### config.mk
export PLATFORM = sky130hd
export DESIGN_NAME = trigger_status_top
export DESIGN_NICKNAME = d
export VERILOG_FILES = /design/src/core/trig_sig_pkg.sv /design/src/core/status_output_select.sv /design/src/core/trigger_input_filter.sv /design/src/core/trigger_status_top.sv
export VERILOG_INCLUDE_DIRS = /design/src /design/src/core
export SDC_FILE = /design/constraint.sdc
export NUM_CORES = 1
export LEC_CHECK = 0
export BUFFER_PORTS_ARGS = -buffer_cell sky130_fd_sc_hd__buf_2
export CORE_ASPECT_RATIO = 1.1
export CORE_MARGIN = 2
export CORE_UTILIZATION = 59
export DETAILED_ROUTE_END_ITERATION = 8
export PLACE_DENSITY = 0.94
export REMOVE_ABC_BUFFERS = 1
export SYNTH_ARGS = -nofsm -noshare
export SYNTH_HDL_FRONTEND = slang
export SYNTH_SLANG_ARGS = --single-unit
### constraint.sdc
create_clock -name CLK -period 6 [get_ports CLK]
set_clock_uncertainty 0.2 [all_clocks]
set_input_delay 1.2 -clock CLK [delete_from_list [all_inputs] [get_ports CLK]]
set_output_delay 1.2 -clock CLK [all_outputs]
set_load 0.005 [all_outputs]
### src/core/trig_sig_map.svh
// constant map of the trigger and status signal block
// assumes a 50 MHz clock and word-aligned 32-bit registers
`ifndef TRIG_SIG_MAP_SVH
`define TRIG_SIG_MAP_SVH

// ****************************************
// timing
// ****************************************
`define CLK_MHZ 50
`define TRIG_FILTER_US 1000
`define LONG_HIGH_MS 1000

// ****************************************
// register offsets
// ****************************************
`define ADDR_BITS 8
`define REG_CTRL 8'h00
`define REG_SIGSEL 8'h04
`define REG_SEQADDR 8'h08
`define REG_CMD 8'h0c
`define REG_STATUS 8'h10
`define REG_SETUP 8'h14

// ****************************************
// fields and reset values
// ****************************************
`define CTRL_MODE_LSB 0
`define CTRL_SEQEN_BIT 8
`define CTRL_MMEN_BIT 9
`define SIGSEL_ONE_LSB 0
`define SIGSEL_TWO_LSB 4
`define SEQ_START_LSB 0
`define SEQ_STOP_LSB 8
`define CMD_ON_BIT 0
`define CMD_OFF_BIT 1
`define CMD_SAVE_BIT 2
`define SIGSEL_RST 8'h00
`define SEQADDR_RST 16'h0000
`define STEP_ADDR_RST 8'h00

`endif

### src/core/trig_sig_pkg.sv
// types shared by the trigger and status signal block
// assumes trig_sig_map.svh supplies the numeric constants
package trig_sig_pkg;

   // ****************************************
   // trigger function selection
   // ****************************************
   typedef enum logic [2:0] {
      TRIG_OFF = 3'h0,
      TRIG_OUT_GATE = 3'h1,
      TRIG_RECALL = 3'h2,
      TRIG_SEQUENCE = 3'h3,
      TRIG_LOCKOUT = 3'h4,
      TRIG_MINMAX = 3'h5
   } trig_mode_t;

   // ****************************************
   // status output selection
   // ****************************************
   typedef enum logic [3:0] {
      SIG_OFF = 4'h0,
      SIG_ON = 4'h1,
      SIG_POWER = 4'h2,
      SIG_REGULATION = 4'h3,
      SIG_SEQ_RUN = 4'h4,
      SIG_STEP_FLAG = 4'h5,
      SIG_VOLT_BELOW = 4'h6,
      SIG_CURR_BELOW = 4'h7,
      SIG_CURR_ABOVE = 4'h8
   } sig_sel_t;

   // ****************************************
   // stepwise recall pulse tracker, gray except the RC_LONG to RC_WAIT return
   // ****************************************
   typedef enum logic [1:0] {
      RC_WAIT = 2'b00,
      RC_PULSE = 2'b01,
      RC_LONG = 2'b11
   } recall_state_t;

endpackage : trig_sig_pkg

### src/core/status_output_select.sv
// one open-collector status output and its condition selector
// assumes measured values and references share one unsigned scale
`timescale 1ns/1ps
module status_output_select
   import trig_sig_pkg::*;
#(
   parameter int MEAS_W = 16
) (
   input wire logic clk,
   input wire logic rst_n,
   input wire sig_sel_t sel,
   input wire logic output_on,
   input wire logic cc_mode,
   input wire logic overload,
   input wire logic seq_running,
   input wire logic step_flag,
   input wire logic [MEAS_W-1:0] meas_volt,
   input wire logic [MEAS_W-1:0] meas_curr,
   input wire logic [MEAS_W-1:0] ref_volt_lo,
   input wire logic [MEAS_W-1:0] ref_curr_lo,
   input wire logic [MEAS_W-1:0] ref_curr_hi,
   output logic pin_o,
   output logic pin_oe
);

   generate
      if (MEAS_W < 1) begin : g_bad
         $error("measurement width must be positive");
      end
   endgenerate

   // active low on the pin means the transistor pulls: oe high
   logic act_r, act_nxt;

   always_comb begin
      case (sel)
         SIG_OFF: act_nxt = 1'b0;
         SIG_ON: act_nxt = 1'b1;
         SIG_POWER: act_nxt = ~output_on;
         SIG_REGULATION: act_nxt = output_on & (cc_mode | overload);
         SIG_SEQ_RUN: act_nxt = seq_running;
         SIG_STEP_FLAG: act_nxt = seq_running & step_flag;
         SIG_VOLT_BELOW: act_nxt = meas_volt < ref_volt_lo;
         SIG_CURR_BELOW: act_nxt = meas_curr < ref_curr_lo;
         SIG_CURR_ABOVE: act_nxt = meas_curr > ref_curr_hi;
         default: act_nxt = 1'b0;
      endcase
   end

   always_ff @(posedge clk or negedge rst_n) begin
      if (!rst_n) begin
         act_r <= 1'b0;
      end else begin
         act_r <= act_nxt;
      end
   end

   assign pin_o = 1'b0;
   assign pin_oe = act_r;

endmodule : status_output_select

### src/core/trigger_input_filter.sv
// trigger input conditioning: two-stage synchroniser, level filter, edge detect
// assumes the raw trigger may change at any time relative to CLK
`timescale 1ns/1ps
`include "trig_sig_map.svh"
module trigger_input_filter
   import trig_sig_pkg::*;
#(
   parameter int FILTER_CYCLES = `TRIG_FILTER_US * `CLK_MHZ
) (
   input wire logic clk,
   input wire logic rst_n,
   input wire logic raw,
   output logic level,
   output logic rise,
   output logic fall
);

   generate
      if (FILTER_CYCLES < 1) begin : g_bad
         $error("filter length must be at least one cycle");
      end
   endgenerate

   logic sync1_r, sync2_r, level_r, level_d_r;
   logic [31:0] cnt_r, cnt_nxt;
   logic level_nxt;

   // ****************************************
   // filter: a level counts once stable, so glitches do not act
   // ****************************************
   always_comb begin
      level_nxt = level_r;
      cnt_nxt = 32'h0;
      if (sync2_r != level_r) begin
         if (cnt_r >= 32'(FILTER_CYCLES - 1)) begin
            level_nxt = sync2_r;
         end else begin
            cnt_nxt = cnt_r + 32'h1;
         end
      end
   end

   always_ff @(posedge clk or negedge rst_n) begin
      if (!rst_n) begin
         sync1_r <= 1'b0;
         sync2_r <= 1'b0;
         level_r <= 1'b0;
         level_d_r <= 1'b0;
         cnt_r <= 32'h0;
      end else begin
         sync1_r <= raw;
         sync2_r <= sync1_r;
         level_r <= level_nxt;
         level_d_r <= level_r;
         cnt_r <= cnt_nxt;
      end
   end

   assign level = level_r;
   assign rise = level_r & ~level_d_r;
   assign fall = ~level_r & level_d_r;

endmodule : trigger_input_filter

### src/core/trigger_status_top.sv
// trigger input and status output logic of the remote connector
// assumes an AHB-Lite master, one 50 MHz clock, and an external sequencer,
// min/max store and regulator
//
// Summary of operation
// trigger is a filtered binary level, acted on within 1 to 15 ms.
// trigger synchronised; edges from consecutive samples.
// mode off ignores every trigger level and edge.
// gating mode: rising edge switches the power output off.
// gating mode: trigger high holds output off, refusing on requests.
// gating mode: falling edge switches output on unless a trip is active.
// recall mode: far side gives high pulses of 11 to 800 ms.
// recall mode: high over one second resets step address to start.
// recall mode: short pulse falling edge executes the next step.
// steps run start to stop, then wrap back to start.
// sequence mode with sequencing enabled: rising edge starts from start.
// sequence mode: falling edge jumps straight to the stop address.
// lockout mode: trigger high disables front panel, local key included.
// min/max mode: capture runs while low, frozen while high.
// min/max mode: falling edge reloads extremes, then capture restarts.
// trigger mode is left out of the saved setup image.
// status output off is always passive high, on always active low.
// power selection: passive with output on, active with output off.
// regulation selection: active in constant current or overload; here only while the power output is on.
// sequence selection: active while a sequence runs.
// step selection: active while a flagged step executes.
// step flag lasts exactly the step's dwell time.
// voltage below reference 254 drives the output active.
// current below reference 254 drives the output active.
// current above reference 255 drives the output active.
//
// Our own choices: the AHB-Lite register port and the register offsets.
`timescale 1ns/1ps
`include "trig_sig_map.svh"
module trigger_status_top
   import trig_sig_pkg::*;
#(
   parameter int MEAS_W = 16,
   parameter int FILTER_CYCLES = `TRIG_FILTER_US * `CLK_MHZ,
   parameter int LONG_CYCLES = `LONG_HIGH_MS * 1000 * `CLK_MHZ
) (
   input wire logic CLK,
   input wire logic RST_N,
   // ahb-lite slave
   input wire logic HSEL,
   input wire logic [31:0] HADDR,
   input wire logic [1:0] HTRANS,
   input wire logic HWRITE,
   input wire logic [2:0] HSIZE,
   input wire logic [31:0] HWDATA,
   input wire logic HREADY,
   output logic HREADYOUT,
   output logic HRESP,
   output logic [31:0] HRDATA,
   // trigger and device state
   input wire logic TRIGGER_IN,
   input wire logic OVERTEMP_TRIP,
   input wire logic OVERVOLTAGE_TRIP,
   input wire logic MANUAL_ON_REQ,
   input wire logic MANUAL_OFF_REQ,
   input wire logic CC_MODE,
   input wire logic POWER_OVERLOAD,
   input wire logic SEQ_RUNNING,
   input wire logic STEP_FLAG,
   input wire logic [MEAS_W-1:0] MEAS_VOLT,
   input wire logic [MEAS_W-1:0] MEAS_CURR,
   input wire logic [MEAS_W-1:0] REF_VOLT_254,
   input wire logic [MEAS_W-1:0] REF_CURR_254,
   input wire logic [MEAS_W-1:0] REF_CURR_255,
   // controls to the rest of the supply
   output logic POWER_OUTPUT_ON,
   output logic FRONT_PANEL_LOCKOUT,
   output logic [7:0] STEP_ADDR,
   output logic STEP_EXEC,
   output logic SEQ_START,
   output logic SEQ_JUMP_STOP,
   output logic MINMAX_CAPTURE,
   output logic MINMAX_RELOAD,
   // open-collector status outputs
   input wire logic STATUS_OUTPUT_ONE_I,
   output logic STATUS_OUTPUT_ONE_O,
   output logic STATUS_OUTPUT_ONE_OE,
   input wire logic STATUS_OUTPUT_TWO_I,
   output logic STATUS_OUTPUT_TWO_O,
   output logic STATUS_OUTPUT_TWO_OE
);

   generate
      if (LONG_CYCLES <= FILTER_CYCLES || MEAS_W < 1) begin : g_bad
         $error("long-pulse time must exceed the filter time");
      end
   endgenerate

   // ****************************************
   // trigger conditioning
   // ****************************************
   logic trig_level, trig_rise, trig_fall;

   trigger_input_filter #(
      .FILTER_CYCLES(FILTER_CYCLES)
   ) u_filter (
      .clk(CLK),
      .rst_n(RST_N),
      .raw(TRIGGER_IN),
      .level(trig_level),
      .rise(trig_rise),
      .fall(trig_fall)
   );

   // ****************************************
   // ahb-lite register slave
   // ****************************************
   logic [2:0] mode_r, mode_nxt;
   logic seq_en_r, seq_en_nxt;
   logic mm_en_r, mm_en_nxt;
   logic [7:0] sigsel_r, sigsel_nxt;
   logic [15:0] seqaddr_r, seqaddr_nxt;
   logic [25:0] setup_r, setup_nxt;
   logic [31:0] rdata_r, rdata_nxt;
   logic wr_pend_r, wr_pend_nxt;
   logic [`ADDR_BITS-1:0] wr_addr_r, wr_addr_nxt;
   logic cmd_on, cmd_off, cmd_save;
   logic addr_phase;
   logic [31:0] status_word;
   trig_mode_t mode;
   logic [7:0] start_addr, stop_addr;

   assign mode = trig_mode_t'(mode_r);
   assign start_addr = seqaddr_r[`SEQ_START_LSB +: 8];
   assign stop_addr = seqaddr_r[`SEQ_STOP_LSB +: 8];
   assign addr_phase = HSEL & HTRANS[1] & HREADY;
   assign cmd_on = wr_pend_r & (wr_addr_r == `REG_CMD) & HWDATA[`CMD_ON_BIT];
   assign cmd_off = wr_pend_r & (wr_addr_r == `REG_CMD) & HWDATA[`CMD_OFF_BIT];
   assign cmd_save = wr_pend_r & (wr_addr_r == `REG_CMD) & HWDATA[`CMD_SAVE_BIT];

   always_comb begin
      mode_nxt = mode_r;
      seq_en_nxt = seq_en_r;
      mm_en_nxt = mm_en_r;
      sigsel_nxt = sigsel_r;
      seqaddr_nxt = seqaddr_r;
      setup_nxt = setup_r;
      rdata_nxt = rdata_r;
      wr_pend_nxt = addr_phase & HWRITE;
      wr_addr_nxt = HADDR[`ADDR_BITS-1:0];
      if (wr_pend_r) begin
         case (wr_addr_r)
            `REG_CTRL: begin
               mode_nxt = HWDATA[`CTRL_MODE_LSB +: 3];
               seq_en_nxt = HWDATA[`CTRL_SEQEN_BIT];
               mm_en_nxt = HWDATA[`CTRL_MMEN_BIT];
            end
            `REG_SIGSEL: sigsel_nxt = HWDATA[7:0];
            `REG_SEQADDR: seqaddr_nxt = HWDATA[15:0];
            default: begin
            end
         endcase
      end
      // mode left out of setup image
      if (cmd_save) begin
         setup_nxt = {mm_en_r, seq_en_r, sigsel_r, seqaddr_r};
      end
      if (addr_phase && !HWRITE) begin
         case (HADDR[`ADDR_BITS-1:0])
            `REG_CTRL: rdata_nxt = {22'h0, mm_en_r, seq_en_r, 5'h0, mode_r};
            `REG_SIGSEL: rdata_nxt = {24'h0, sigsel_r};
            `REG_SEQADDR: rdata_nxt = {16'h0, seqaddr_r};
            `REG_STATUS: rdata_nxt = status_word;
            `REG_SETUP: rdata_nxt = {6'h0, setup_r};
            default: rdata_nxt = 32'h0;
         endcase
      end
   end

   always_ff @(posedge CLK or negedge RST_N) begin
      if (!RST_N) begin
         mode_r <= TRIG_OFF;
         seq_en_r <= 1'b0;
         mm_en_r <= 1'b0;
         sigsel_r <= `SIGSEL_RST;
         seqaddr_r <= `SEQADDR_RST;
         setup_r <= 26'h0;
         rdata_r <= 32'h0;
         wr_pend_r <= 1'b0;
         wr_addr_r <= '0;
      end else begin
         mode_r <= mode_nxt;
         seq_en_r <= seq_en_nxt;
         mm_en_r <= mm_en_nxt;
         sigsel_r <= sigsel_nxt;
         seqaddr_r <= seqaddr_nxt;
         setup_r <= setup_nxt;
         rdata_r <= rdata_nxt;
         wr_pend_r <= wr_pend_nxt;
         wr_addr_r <= wr_addr_nxt;
      end
   end

   // no wait states, always okay
   assign HREADYOUT = 1'b1;
   assign HRESP = 1'b0;
   assign HRDATA = rdata_r;

   // ****************************************
   // power output gating
   // ****************************************
   logic out_on_r, out_on_nxt;
   logic on_req, off_req, gate_mode;

   assign gate_mode = (mode == TRIG_OUT_GATE);
   assign on_req = MANUAL_ON_REQ | cmd_on;
   assign off_req = MANUAL_OFF_REQ | cmd_off;

   always_comb begin
      out_on_nxt = out_on_r;
      if (off_req) begin
         out_on_nxt = 1'b0;
      end else if (on_req && !(gate_mode && trig_level)) begin
         out_on_nxt = 1'b1;
      end
      if (gate_mode && trig_rise) begin
         out_on_nxt = 1'b0;
      end else if (gate_mode && trig_level) begin
         out_on_nxt = 1'b0;
      end else if (gate_mode && trig_fall && !OVERTEMP_TRIP && !OVERVOLTAGE_TRIP) begin
         out_on_nxt = 1'b1;
      end
   end

   always_ff @(posedge CLK or negedge RST_N) begin
      if (!RST_N) begin
         out_on_r <= 1'b0;
      end else begin
         out_on_r <= out_on_nxt;
      end
   end

   // ****************************************
   // stepwise recall
   // ****************************************
   // 11 to 800 ms pulse bounds are the controller's
   recall_state_t rc_r, rc_nxt;
   logic [31:0] high_cnt_r, high_cnt_nxt;
   logic [7:0] next_addr_r, next_addr_nxt, exec_addr_r, exec_addr_nxt;
   logic exec_r, exec_nxt;
   logic recall_mode;

   assign recall_mode = (mode == TRIG_RECALL);

   always_comb begin
      rc_nxt = rc_r;
      high_cnt_nxt = 32'h0;
      next_addr_nxt = next_addr_r;
      exec_addr_nxt = exec_addr_r;
      exec_nxt = 1'b0;
      if (!recall_mode) begin
         rc_nxt = RC_WAIT;
         next_addr_nxt = start_addr;
      end else begin
         case (rc_r)
            RC_WAIT: begin
               if (trig_rise) begin
                  rc_nxt = RC_PULSE;
               end
            end
            RC_PULSE: begin
               high_cnt_nxt = high_cnt_r + 32'h1;
               if (trig_fall) begin
                  rc_nxt = RC_WAIT;
                  exec_nxt = 1'b1;
                  exec_addr_nxt = next_addr_r;
                  next_addr_nxt = (next_addr_r == stop_addr) ? start_addr
                                  : next_addr_r + 8'h1;
               end else if (high_cnt_r >= 32'(LONG_CYCLES)) begin
                  rc_nxt = RC_LONG;
                  next_addr_nxt = start_addr;
               end
            end
            RC_LONG: begin
               // execution waits for the next pulse
               if (trig_fall) begin
                  rc_nxt = RC_WAIT;
               end
            end
            default: rc_nxt = RC_WAIT;
         endcase
      end
   end

   always_ff @(posedge CLK or negedge RST_N) begin
      if (!RST_N) begin
         rc_r <= RC_WAIT;
         high_cnt_r <= 32'h0;
         next_addr_r <= `STEP_ADDR_RST;
         exec_addr_r <= `STEP_ADDR_RST;
         exec_r <= 1'b0;
      end else begin
         rc_r <= rc_nxt;
         high_cnt_r <= high_cnt_nxt;
         next_addr_r <= next_addr_nxt;
         exec_addr_r <= exec_addr_nxt;
         exec_r <= exec_nxt;
      end
   end

   // ****************************************
   // sequence, lockout and min/max control
   // ****************************************
   logic seq_start_r, seq_start_nxt, seq_stop_r, seq_stop_nxt;
   logic lock_r, lock_nxt, cap_r, cap_nxt, reload_r, reload_nxt;

   always_comb begin
      seq_start_nxt = (mode == TRIG_SEQUENCE) & seq_en_r & trig_rise;
      seq_stop_nxt = (mode == TRIG_SEQUENCE) & trig_fall;
      lock_nxt = (mode == TRIG_LOCKOUT) & trig_level;
      reload_nxt = (mode == TRIG_MINMAX) & trig_fall;
      if (mode == TRIG_MINMAX) begin
         cap_nxt = ~trig_level;
      end else begin
         cap_nxt = mm_en_r;
      end
   end

   always_ff @(posedge CLK or negedge RST_N) begin
      if (!RST_N) begin
         seq_start_r <= 1'b0;
         seq_stop_r <= 1'b0;
         lock_r <= 1'b0;
         cap_r <= 1'b0;
         reload_r <= 1'b0;
      end else begin
         seq_start_r <= seq_start_nxt;
         seq_stop_r <= seq_stop_nxt;
         lock_r <= lock_nxt;
         cap_r <= cap_nxt;
         reload_r <= reload_nxt;
      end
   end

   assign POWER_OUTPUT_ON = out_on_r;
   assign FRONT_PANEL_LOCKOUT = lock_r;
   assign STEP_ADDR = exec_addr_r;
   assign STEP_EXEC = exec_r;
   assign SEQ_START = seq_start_r;
   assign SEQ_JUMP_STOP = seq_stop_r;
   assign MINMAX_CAPTURE = cap_r;
   assign MINMAX_RELOAD = reload_r;

   // ****************************************
   // status outputs
   // ****************************************
   logic [1:0] sig_o, sig_oe;

   genvar gi;
   generate
      for (gi = 0; gi < 2; gi++) begin : g_sig
         status_output_select #(
            .MEAS_W(MEAS_W)
         ) u_sel (
            .clk(CLK),
            .rst_n(RST_N),
            .sel(sig_sel_t'(sigsel_r[gi*4 +: 4])),
            .output_on(out_on_r),
            .cc_mode(CC_MODE),
            .overload(POWER_OVERLOAD),
            .seq_running(SEQ_RUNNING),
            .step_flag(STEP_FLAG),
            .meas_volt(MEAS_VOLT),
            .meas_curr(MEAS_CURR),
            .ref_volt_lo(REF_VOLT_254),
            .ref_curr_lo(REF_CURR_254),
            .ref_curr_hi(REF_CURR_255),
            .pin_o(sig_o[gi]),
            .pin_oe(sig_oe[gi])
         );
      end
   endgenerate

   assign STATUS_OUTPUT_ONE_O = sig_o[0];
   assign STATUS_OUTPUT_ONE_OE = sig_oe[0];
   assign STATUS_OUTPUT_TWO_O = sig_o[1];
   assign STATUS_OUTPUT_TWO_OE = sig_oe[1];

   // pin readback shows a shorted line
   assign status_word = {7'h0, exec_addr_r, next_addr_r, STATUS_OUTPUT_TWO_I,
                         STATUS_OUTPUT_ONE_I, rc_r, reload_r, cap_r, lock_r,
                         trig_level, out_on_r};

endmodule : trigger_status_top
==> results.md, run 1 <==
* HP Class: reg2reg
* Final number of max-transition violations at 0
* TNS Setup at 0 ns
* Antenna Nets Post-Route at 0
* Vias at 7565
* Reg2reg setup slack at 2.93 ns
* Drt total wl at 23.0 mm
* Dominant cell type by area after synthesis: dfrtp_1
* Critical hold path startpoint: u_filter.sync1_r
* Worst rel slew slack at 13.0%
* Peak VDD IR at 0.229 mV
* Seq/Total Area, Yosys at 49.5%
* Post-layout nets at 1276
* Final setup vio count at 0
* Most common cell in the netlist: dfrtp_1
* Share of cells above drive strength 1 at 20.0%
* Largest net degree at the start of global routing at 101
* Reg2Reg Depth at 5
* Critical-path cell list: buf_2 -> or4_1 -> nor3_2 -> and3_1 -> a222oi_1 -> o21ai_1
* Reg area at 4630 µm²
* Ys flop type: dfrtp_1
* Top cells by area, synth: dfrtp_1 49%, mux2_1 7.0%, ha_1 6.7%, nor2_1 3.0%, xor2_1 2.9%
* Power density over cell area at 240 nW/µm²
* Syn Area/Cell at 10.5 µm²
* Clock Sinks at 185
* Inserted Clock Buffers at 17
* Crit Path Class: in2reg
* Io pins at 218
* Number of distinct library cells after synthesis at 64
* Syn Std Cell Area at 9360 µm²
* EDFF count, synth at 0
* CTS max path bufs at 2
* Top-area cell type share of the netlist area at 49.5%
* Minimum clock period at 3.68 ns
* Die Area at 16900 µm²
* Post-Layout Cell Count at 1274
* All-layer global routing usage at 29.1%
* Crit path required time at 6.16 ns
* Fmax at 0.272 GHz
* 1st-iter DRT viols at 824
* Die span in x at 124 µm
* Final HPWL DP at 15.5 mm
* Leakage at 5.30 nW
* Ant diodes at 0
* Vias per cell at 5.94
* CP top delay family: simple AND/OR/NAND/NOR gates
* Port bufs at 163
* Hold_buf cts at 0
* Worst R2R Start: rc_r[1]
* Total grt overflow at 0
* RR Endpoint: STEP_ADDR[7]
* Crit Path Max Fanout at 26
* Async SR Flop Fraction at 100%
* # H-tree levels at 4
* Number of max-cap violations at 0
* Clock Latency Late Sink at 0.44 ns
* Gpl congestion at 0.830
* WHS Endpoint: u_filter.sync2_r
* Multi-input gate area at 4380 µm²
* Routed len/inst at 18.1 µm
* Placed cells at 1242
* Crit. End Element: flip-flop
* RSZ-0062 raised after global routing: false
* Critical path startpoint category: input pin
* Peak per-stage delay on the critical path at 0.98 ns
* Hold Fails Final Rpt at 0
* Slowest-stage cell, CP: and3_1
* Worst Max-Slew Pin Slew at 1.30 ns
* CTS root buffer: clkbuf_16
* Residual DRC at 0
* Fill cells at 1093
* #FFs+latches synth at 185
* First-pass GRT wire length at 37.7 mm
* Period utilization at 61.3%
* Synth top cells by count: 185 x dfrtp_1, 74 x nor2_1, 71 x nand2_1
* Resize count post-CTS at 0
* Clk pin slew, worst setup/hold paths at 0.07 ns
* Drt pass-1 iters at 7
* Worst Hold Slack at 0.154 ns
* Initial antenna violation count at 1
* Arrival @ worst endpoint at 3.84 ns
* Post-Synthesis Cells at 894
* Yosys warns at 0
* Chip Height at 136 µm
* Layout area overhead at 16.7%
* Vias in the first global route at 7669
* Min-Delay Path Depth at 0
* Starting Density at 60.0%
* Core Region at 15600 µm²
* Rows at 48
* CTS tree: done
* Status: complete, no violations
* Post-CTS setup buffers at 0
* Count of buffer and inverter cells on the critical path at 1
-- layout by cell type, fill, tap and decap left out, drive strengths merged, types with 5 or more instances in the layout --
cell type  netlist  layout
dfrtp          185     185
buf             22     167
nor2            74      74
nand2           72      72
inv             61      65
mux2            64      64
ha              50      50
a21oi           43      43
o21ai           40      40
nand3           39      39
xor2            31      31
conb             2      26
xnor2           21      21
clkbuf          21      19
nor4            17      17
a222oi          14      14
and3            13      13
nand4           12      12
nand2b          11      11
a21o            11      11
a22oi           10      10
nor3             9       9
mux2i            6       6
nor3b            6       6
or4              5       5
a211oi           5       5
-- per-layer routing --
layer | share of wire [%] | GRT usage (%) | vias up
met5 | 0.069 | 0 | -
met4 | 4.6 | 15.9 | 2
met3 | 6.1 | 5.91 | 115
met2 | 51 | 48.1 | 329
met1 | 39 | 35.4 | 3663
li1 | - | - | 3456
-- flip-flops by register name, summed over array words and instances, names as in the netlist, 2 cells and up --
| signal | flops |
|---|---|
| high_cnt_r | 32 |
| setup_r | 26 |
| next_addr_r | 8 |
| sigsel_r | 8 |
| wr_addr_r | 8 |
| u_filter.cnt_r | 32 |
| HRDATA | 26 |
| g_sig.u_sel.pin_oe | 2 |
| mode | 3 |
| STEP_ADDR | 8 |
| rc_r | 2 |
| seqaddr_r | 16 |
-- worst max path at each step --
stage	startpoint	depth (start not counted)	end	slack, ns
global route	HADDR[5]	6	HRDATA[2]	2.20
finish	HADDR[5]	6	HRDATA[2]	2.32
global placement	HADDR[5]	6	HRDATA[11]	2.15
floorplan	HADDR[5]	6	HRDATA[3]	2.55
detailed placement	HADDR[5]	6	HRDATA[11]	2.10
CTS	HADDR[5]	7	HRDATA[3]	2.46
-- worst register-to-register path: stages (launching register included) --
cell and delay, ns:
dfrtp_1 0.45, nor2b_1 0.22, nand3_1 0.93, or2_1 0.66
inv_2 0.16, mux2_2 0.34
-- area by class of cell --
class / instances / share of cell area, %
well taps: 200 / 2.29
repair buffers: 167 / 7.80
inverters: 61 / 2.10
flip-flops and latches: 185 / 42.4
multi-input cells: 629 / 40.1
clock buffers: 19 / 4.05
clock inverters: 13 / 1.32
-- metrics by stage --
| stage | setup slack, ns | cell area, µm² | total power, mW | utilization [%] |
|---|---|---|---|---|
| 3_3_place_gp | 2.15 | 10300 | 1.50 | 66.2 |
| 4_1_cts | 2.46 | 10900 | 2.63 | 70.0 |
| 2_1_floorplan | 2.55 | 9230 | 1.40 | - |
| 6_report | 2.32 | 10900 | 2.62 | 70.0 |
| 5_1_grt | 2.20 | 10900 | 2.71 | 70.0 |
| 3_5_place_dp | 2.10 | 10300 | 1.51 | 66.2 |
-- logic make-up (layout without fill, tap and decap cells) --
| logic type | count (synthesis) | in the layout | synth area share (%) |
|---|---|---|---|
| multiplexers | 70 | 70 | 8.34 |
| buffers and inverters | 104 | 260 | 4.82 |
| AO/OA/AOI/OAI | 143 | 143 | 9.89 |
| adder cells (fa/ha/maj) | 50 | 50 | 6.68 |
| other | 2 | 26 | 0.0802 |
| AND/OR/NAND/NOR | 288 | 288 | 15.9 |
| flip-flops | 185 | 185 | 49.5 |
| XOR/XNOR | 52 | 52 | 4.87 |
-- power breakdown --
part	internal, mW	switching, mW	total, mW
registers	1.27	0.0315	1.30
clock network	0.629	0.498	1.13
logic	0.0836	0.106	0.190
(Power assumes the default switching activity.)
==> run 2: changes to the inputs <==
- CORE_UTILIZATION: 59 -> 49
- PLACE_DENSITY: 0.94 -> 0.85
- clock period: 6 -> 3.37 ns (I/O delays scaled with it)
==> run 2 against run 1 <==
Effect of this change:
- non-clock buffer count rose by 9
- register-to-register slack got worse by 2.4 ns
- clock power rose by 73%
- critical path depth fell by 1
- die area rose by 20%
- clock-buffer cell count fell by 2
- combinational power rose by 78%
- cell area rose by 1.4%
- sequential power rose by 78%
- critical path type is now reg2reg
==> results.md, run 2 (synthesized netlist as in run 1, its figures left out) <==
* CP startpoint: wr_addr_r[4]
* Core Region at 18900 µm²
* Vias per cell at 5.51
* Clock Latency Late Sink at 0.44 ns
* Inserted Clock Buffers at 17
* Hold Fails Final Rpt at 0
* Slowest-stage cell, CP: or4b_1
* Number of max-cap violations at 0
* Crit. End Element: flip-flop
* All-layer global routing usage at 22.5%
* Most common cell after layout, fill and taps aside: dfrtp_1
* CTS tree: done
* Total grt overflow at 0
* Power density over cell area at 417 nW/µm²
* Worst Max-Slew Pin Slew at 1.13 ns
* Share of cells above drive strength 1 at 20.8%
* TNS Setup at 0 ns
* Arrival @ worst endpoint at 2.91 ns
* Final HPWL DP at 15.6 mm
* Final number of max-transition violations at 0
* Period utilization at 82.9%
* Chip Height at 149 µm
* Vias in the first global route at 7486
* Worst rel slew slack at 24.7%
* Drt pass-1 iters at 5
* Die Area at 20200 µm²
* Crit Path Class: reg2reg
* # H-tree levels at 4
* Drt total wl at 21.8 mm
* HP Class: in2async
* Most frequent cells in the layout: 185 x dfrtp_1, 162 x buf_2, 74 x nor2_1
* Residual DRC at 0
* Worst R2R Start: wr_addr_r[4]
* CTS root buffer: clkbuf_16
* Final setup vio count at 0
* Starting Density at 49.5%
* Post-layout nets at 1285
* 1st-iter DRT viols at 547
* Largest regs: high_cnt_r (32), u_filter.cnt_r (32)
* First-pass GRT wire length at 35.7 mm
* Vias at 7335
* CTS max path bufs at 2
* RR Endpoint: setup_r[12]
* Routed len/inst at 16.4 µm
* Antenna Nets Post-Route at 0
* Crit Path Max Fanout at 26
* Clock Sinks at 185
* Peak per-stage delay on the critical path at 0.56 ns
* RSZ-0062 raised after global routing: false
* Hold_buf cts at 0
* Reg2Reg Depth at 5
* Fill cells at 1529
* Layout area overhead at 18.3%
* Largest net degree at the start of global routing at 77
* Resize count post-CTS at 0
* Port bufs at 163
* Post-CTS setup buffers at 0
* Crit path required time at 3.49 ns
* Peak VDD IR at 0.374 mV
* Die span in x at 136 µm
* Reg2reg setup slack at 0.58 ns
* Worst Hold Slack at 0.0493 ns
* Minimum clock period at 2.79 ns
* Rows at 53
* Gpl congestion at 0.845
* Leakage at 5.36 nW
* Critical-path cell list: or4b_1 -> nor4_2 -> and3_1 -> nand2_2 -> mux2_1
* Setup WS post-layout at 0.578 ns
* Io pins at 218
* Initial antenna violation count at 2
* Setup WS pre-CTS at 0.416 ns
* Status: complete, no violations
* Fmax at 0.358 GHz
* Critical path startpoint category: flip-flop
* Clk pin slew, worst setup/hold paths at 0.07 ns
* Post-layout util at 58.6%
-- run 2: metal layers --
metal  global-route usage (%)  up-vias  routed length (µm)
met3                     5.27       56                1090
met2                     37.8      220               11100
met5                        0        -                   0
met1                     26.5     3586                8790
li1                         -     3473                   -
met4                     12.4        0                 816
-- run 2: worst max-delay path, delay by kind of cell, from the launching register on --
family,cells,cell delay [ns]
simple gates,4,1.60
mux,1,0.50
flops,1,0.36
-- run 2: layout make-up --
type	count	area (µm²)	share of cell area, %
Inverter	61	229	2.07
Clock buffer	17	425	3.84
Tap cell	247	309	2.79
Multi-Input combinational cell	629	4380	39.5
Timing Repair Buffer	176	945	8.53
Antenna cell	2	5.00	0.0452
Sequential cell	185	4630	41.8
Clock inverter	15	160	1.45
-- run 2: where the power goes --
group          switching, mW  internal (mW)
Clock                  0.912           1.05
Combinational          0.186          0.152
Sequential            0.0556           2.26
-- run 2: through the flow --
| stage | power (mW) | cells | cell area, µm² |
|---|---|---|---|
| 5_1_grt | 4.79 | 1332 | 11100 |
| 6_report | 4.61 | 1332 | 11100 |
| 3_3_place_gp | 2.68 | 1298 | 10500 |
| 2_1_floorplan | 2.50 | 875 | 9230 |
| 4_1_cts | 4.65 | 1330 | 11100 |
| 3_5_place_dp | 2.69 | 1298 | 10500 |
-- run 2: how the worst max path moves through the flow --
stage / depth (start not counted) / endpoint
finish: 5 / setup_r[12]
global route: 5 / setup_r[10]
CTS: 5 / setup_r[12]
detailed placement: 7 / HRDATA[5]
global placement: 9 / g_sig[1].u_sel.pin_oe
floorplan: 6 / HRDATA[3]
==> run 3: changes to the inputs <==
- clock period: 3.37 -> 2.48 ns (I/O delays scaled with it)
==> run 3 against run 2 <==
Effect of this change:
- worst setup slack lost 0.46 ns
- maximum frequency up 18%
- clock power rose by 34%
- worst hold slack got worse by 0.018 ns
- clock-buffer cell count is 4 higher
- largest cell class unchanged
- core utilization grew 1.8 points
- highest routed layer unchanged
==> results.md, run 3 (synthesized netlist as in run 1, its figures left out) <==
* Leakage at 5.52 nW
* Crit Path Max Fanout at 26
* Largest regs: high_cnt_r (32), u_filter.cnt_r (32)
* Crit. End Element: flip-flop
* 1st-iter DRT viols at 537
* Inserted Clock Buffers at 17
* Clk pin slew, worst setup/hold paths at 0.06 ns
* Sw Pwr at 1.46 mW
* # H-tree levels at 4
* Most common cell after layout, fill and taps aside: dfrtp_1
* Rows at 53
* HP Class: in2reg
* Clock Latency Late Sink at 0.43 ns
* Setup WS pre-CTS at -0.234 ns
* Post-layout util at 60.4%
* Critical hold path startpoint: HADDR[6]
* Io pins at 218
* Core Region at 18900 µm²
* Hold Fails Final Rpt at 0
* CTS root buffer: clkbuf_16
* RSZ-0062 raised after global routing: false
* Fill cells at 1519
* Critical path startpoint category: flip-flop
* P_int at 4.82 mW
* Share of cells above drive strength 1 at 22.3%
* Count of buffer and inverter cells on the critical path at 1
* Power density over cell area at 550 nW/µm²
* Multi-input gate area at 4380 µm²
* Reg area at 4630 µm²
* Chip Height at 149 µm
* Number of max-cap violations at 0
* Worst Max-Slew Pin Slew at 0.552 ns
* CTS max path bufs at 2
* Largest net degree at the start of global routing at 54
* Clock Sinks at 185
* CTS tree: done
* Power share of the combinational group at 8.2%
* Die span in x at 136 µm
* Die Area at 20200 µm²
* Worst R2R Start: wr_addr_r[4]
* Vias per cell at 5.49
* Crit path required time at 2.58 ns
* Minimum clock period at 2.37 ns
* Fmax at 0.423 GHz
* Total grt overflow at 0
* Arrival @ worst endpoint at 2.47 ns
* Residual DRC at 0
* Final number of max-transition violations at 0
* Routed len/inst at 16.5 µm
* Initial antenna violation count at 2
* Most frequent cells in the layout: 185 x dfrtp_1, 162 x buf_2, 74 x nor2_1
* Drt pass-1 iters at 6
* Post-layout nets at 1318
* First-pass GRT wire length at 37.1 mm
* Vias in the first global route at 7682
* Switching Share at 23.2%
* Setup WS post-layout at 0.115 ns
* Period utilization at 95.4%
* All-layer global routing usage at 23.2%
* Layout area overhead at 21.9%
* CP top delay family: simple AND/OR/NAND/NOR gates
* Starting Density at 49.5%
* Final HPWL DP at 16.3 mm
* Post-CTS setup buffers at 0
* Final setup vio count at 0
* Reg2reg setup slack at 0.11 ns
* Critical-path cell list: or4b_1 -> nor4_4 -> and3_1 -> nand2_2 -> buf_12 -> mux2_1
* Peak per-stage delay on the critical path at 0.58 ns
* Status: complete, no violations
* Port bufs at 163
* Vias at 7495
* Crit Path Class: reg2reg
* Slowest-stage cell, CP: or4b_1
* Min-Delay Path Depth at 1
* Reg2Reg Depth at 6
* WHS Endpoint: wr_addr_r[6]
* Peak VDD IR at 0.487 mV
* Antenna Nets Post-Route at 0
* CP startpoint: wr_addr_r[4]
* Clk network pwr share at 41.9%
* Reg power frac at 50.0%
* Drt total wl at 22.6 mm
* Gpl congestion at 0.861
* RR Endpoint: setup_r[21]
* Worst rel slew slack at 63.2%
-- run 3: changes by cell type in the layout (fill, tap and decap cells not counted), moves of 3 or more --
cell | before | now
inv_6 | 4 | 0
inv_8 | 3 | 0
buf_4 | 11 | 32
dlygate4sd3_1 | 0 | 6
clkbuf_1 | 0 | 3
clkinvlp_4 | 3 | 6
buf_12 | 2 | 8
-- run 3: area by class of cell --
type | count | share of cell area, %
well taps | 247 | 2.71
clock inverters | 11 | 1.09
flip-flops and latches | 185 | 40.6
repair buffers | 209 | 11.2
diodes | 2 | 0.0439
clock buffers | 21 | 3.95
inverters | 61 | 2.01
multi-input cells | 629 | 38.4
-- run 3: timing repair --
action,4_1_cts,5_1_grt
hold buffers,6,0
gates resized for setup,0,1
endpoints found under the setup margin,0,32
hold endpoints to repair,54,0
-- run 3: power by group through the flow --
stage / combinational [mW] / sequential [mW] / clock (mW)
2_1_floorplan: 0.215 / 3.18 / 0
3_3_place_gp: 0.480 / 3.19 / 0
3_5_place_dp: 0.499 / 3.19 / 0
4_1_cts: 0.512 / 3.14 / 2.66
5_1_grt: 0.584 / 3.14 / 2.77
6_report: 0.512 / 3.14 / 2.63
-- run 3: metal layers --
layer  up-vias  global-route usage (%)  wire [µm]  share of wire, %
met3        48                    4.28       1100               4.9
met4         0                    10.3        631               2.8
met2       225                    40.8      11800                52
li1       3544                       -          -                 -
met5         -                       0          0                 0
met1      3678                    27.7       9040                40
-- run 3: worst max path at each step --
stage                                  endpoint  slack, ns  cells after the start
after floorplan                       HRDATA[3]      -0.27                      6
after global placement    g_sig[1].u_sel.pin_oe      -0.17                      9
after detailed placement  g_sig[1].u_sel.pin_oe      -0.23                      9
after CTS                           setup_r[21]       0.06                      6
after global routing             high_cnt_r[31]       0.02                      5
final                               setup_r[21]       0.11                      6
-- run 3: through the flow --
step | hold WS, ns | cell area [µm²] | power [mW] | TNS [ns] | cells
after floorplan | 0.000409 | 9230 | 3.39 | -4.73 | 875
after detailed placement | 0.146 | 10800 | 3.69 | -3.38 | 1325
after global routing | 0.0210 | 11400 | 6.50 | 0 | 1365
final | 0.0312 | 11400 | 6.28 | 0 | 1365
after CTS | 0.00406 | 11400 | 6.31 | 0 | 1363
after global placement | 0.151 | 10800 | 3.67 | -2.58 | 1325
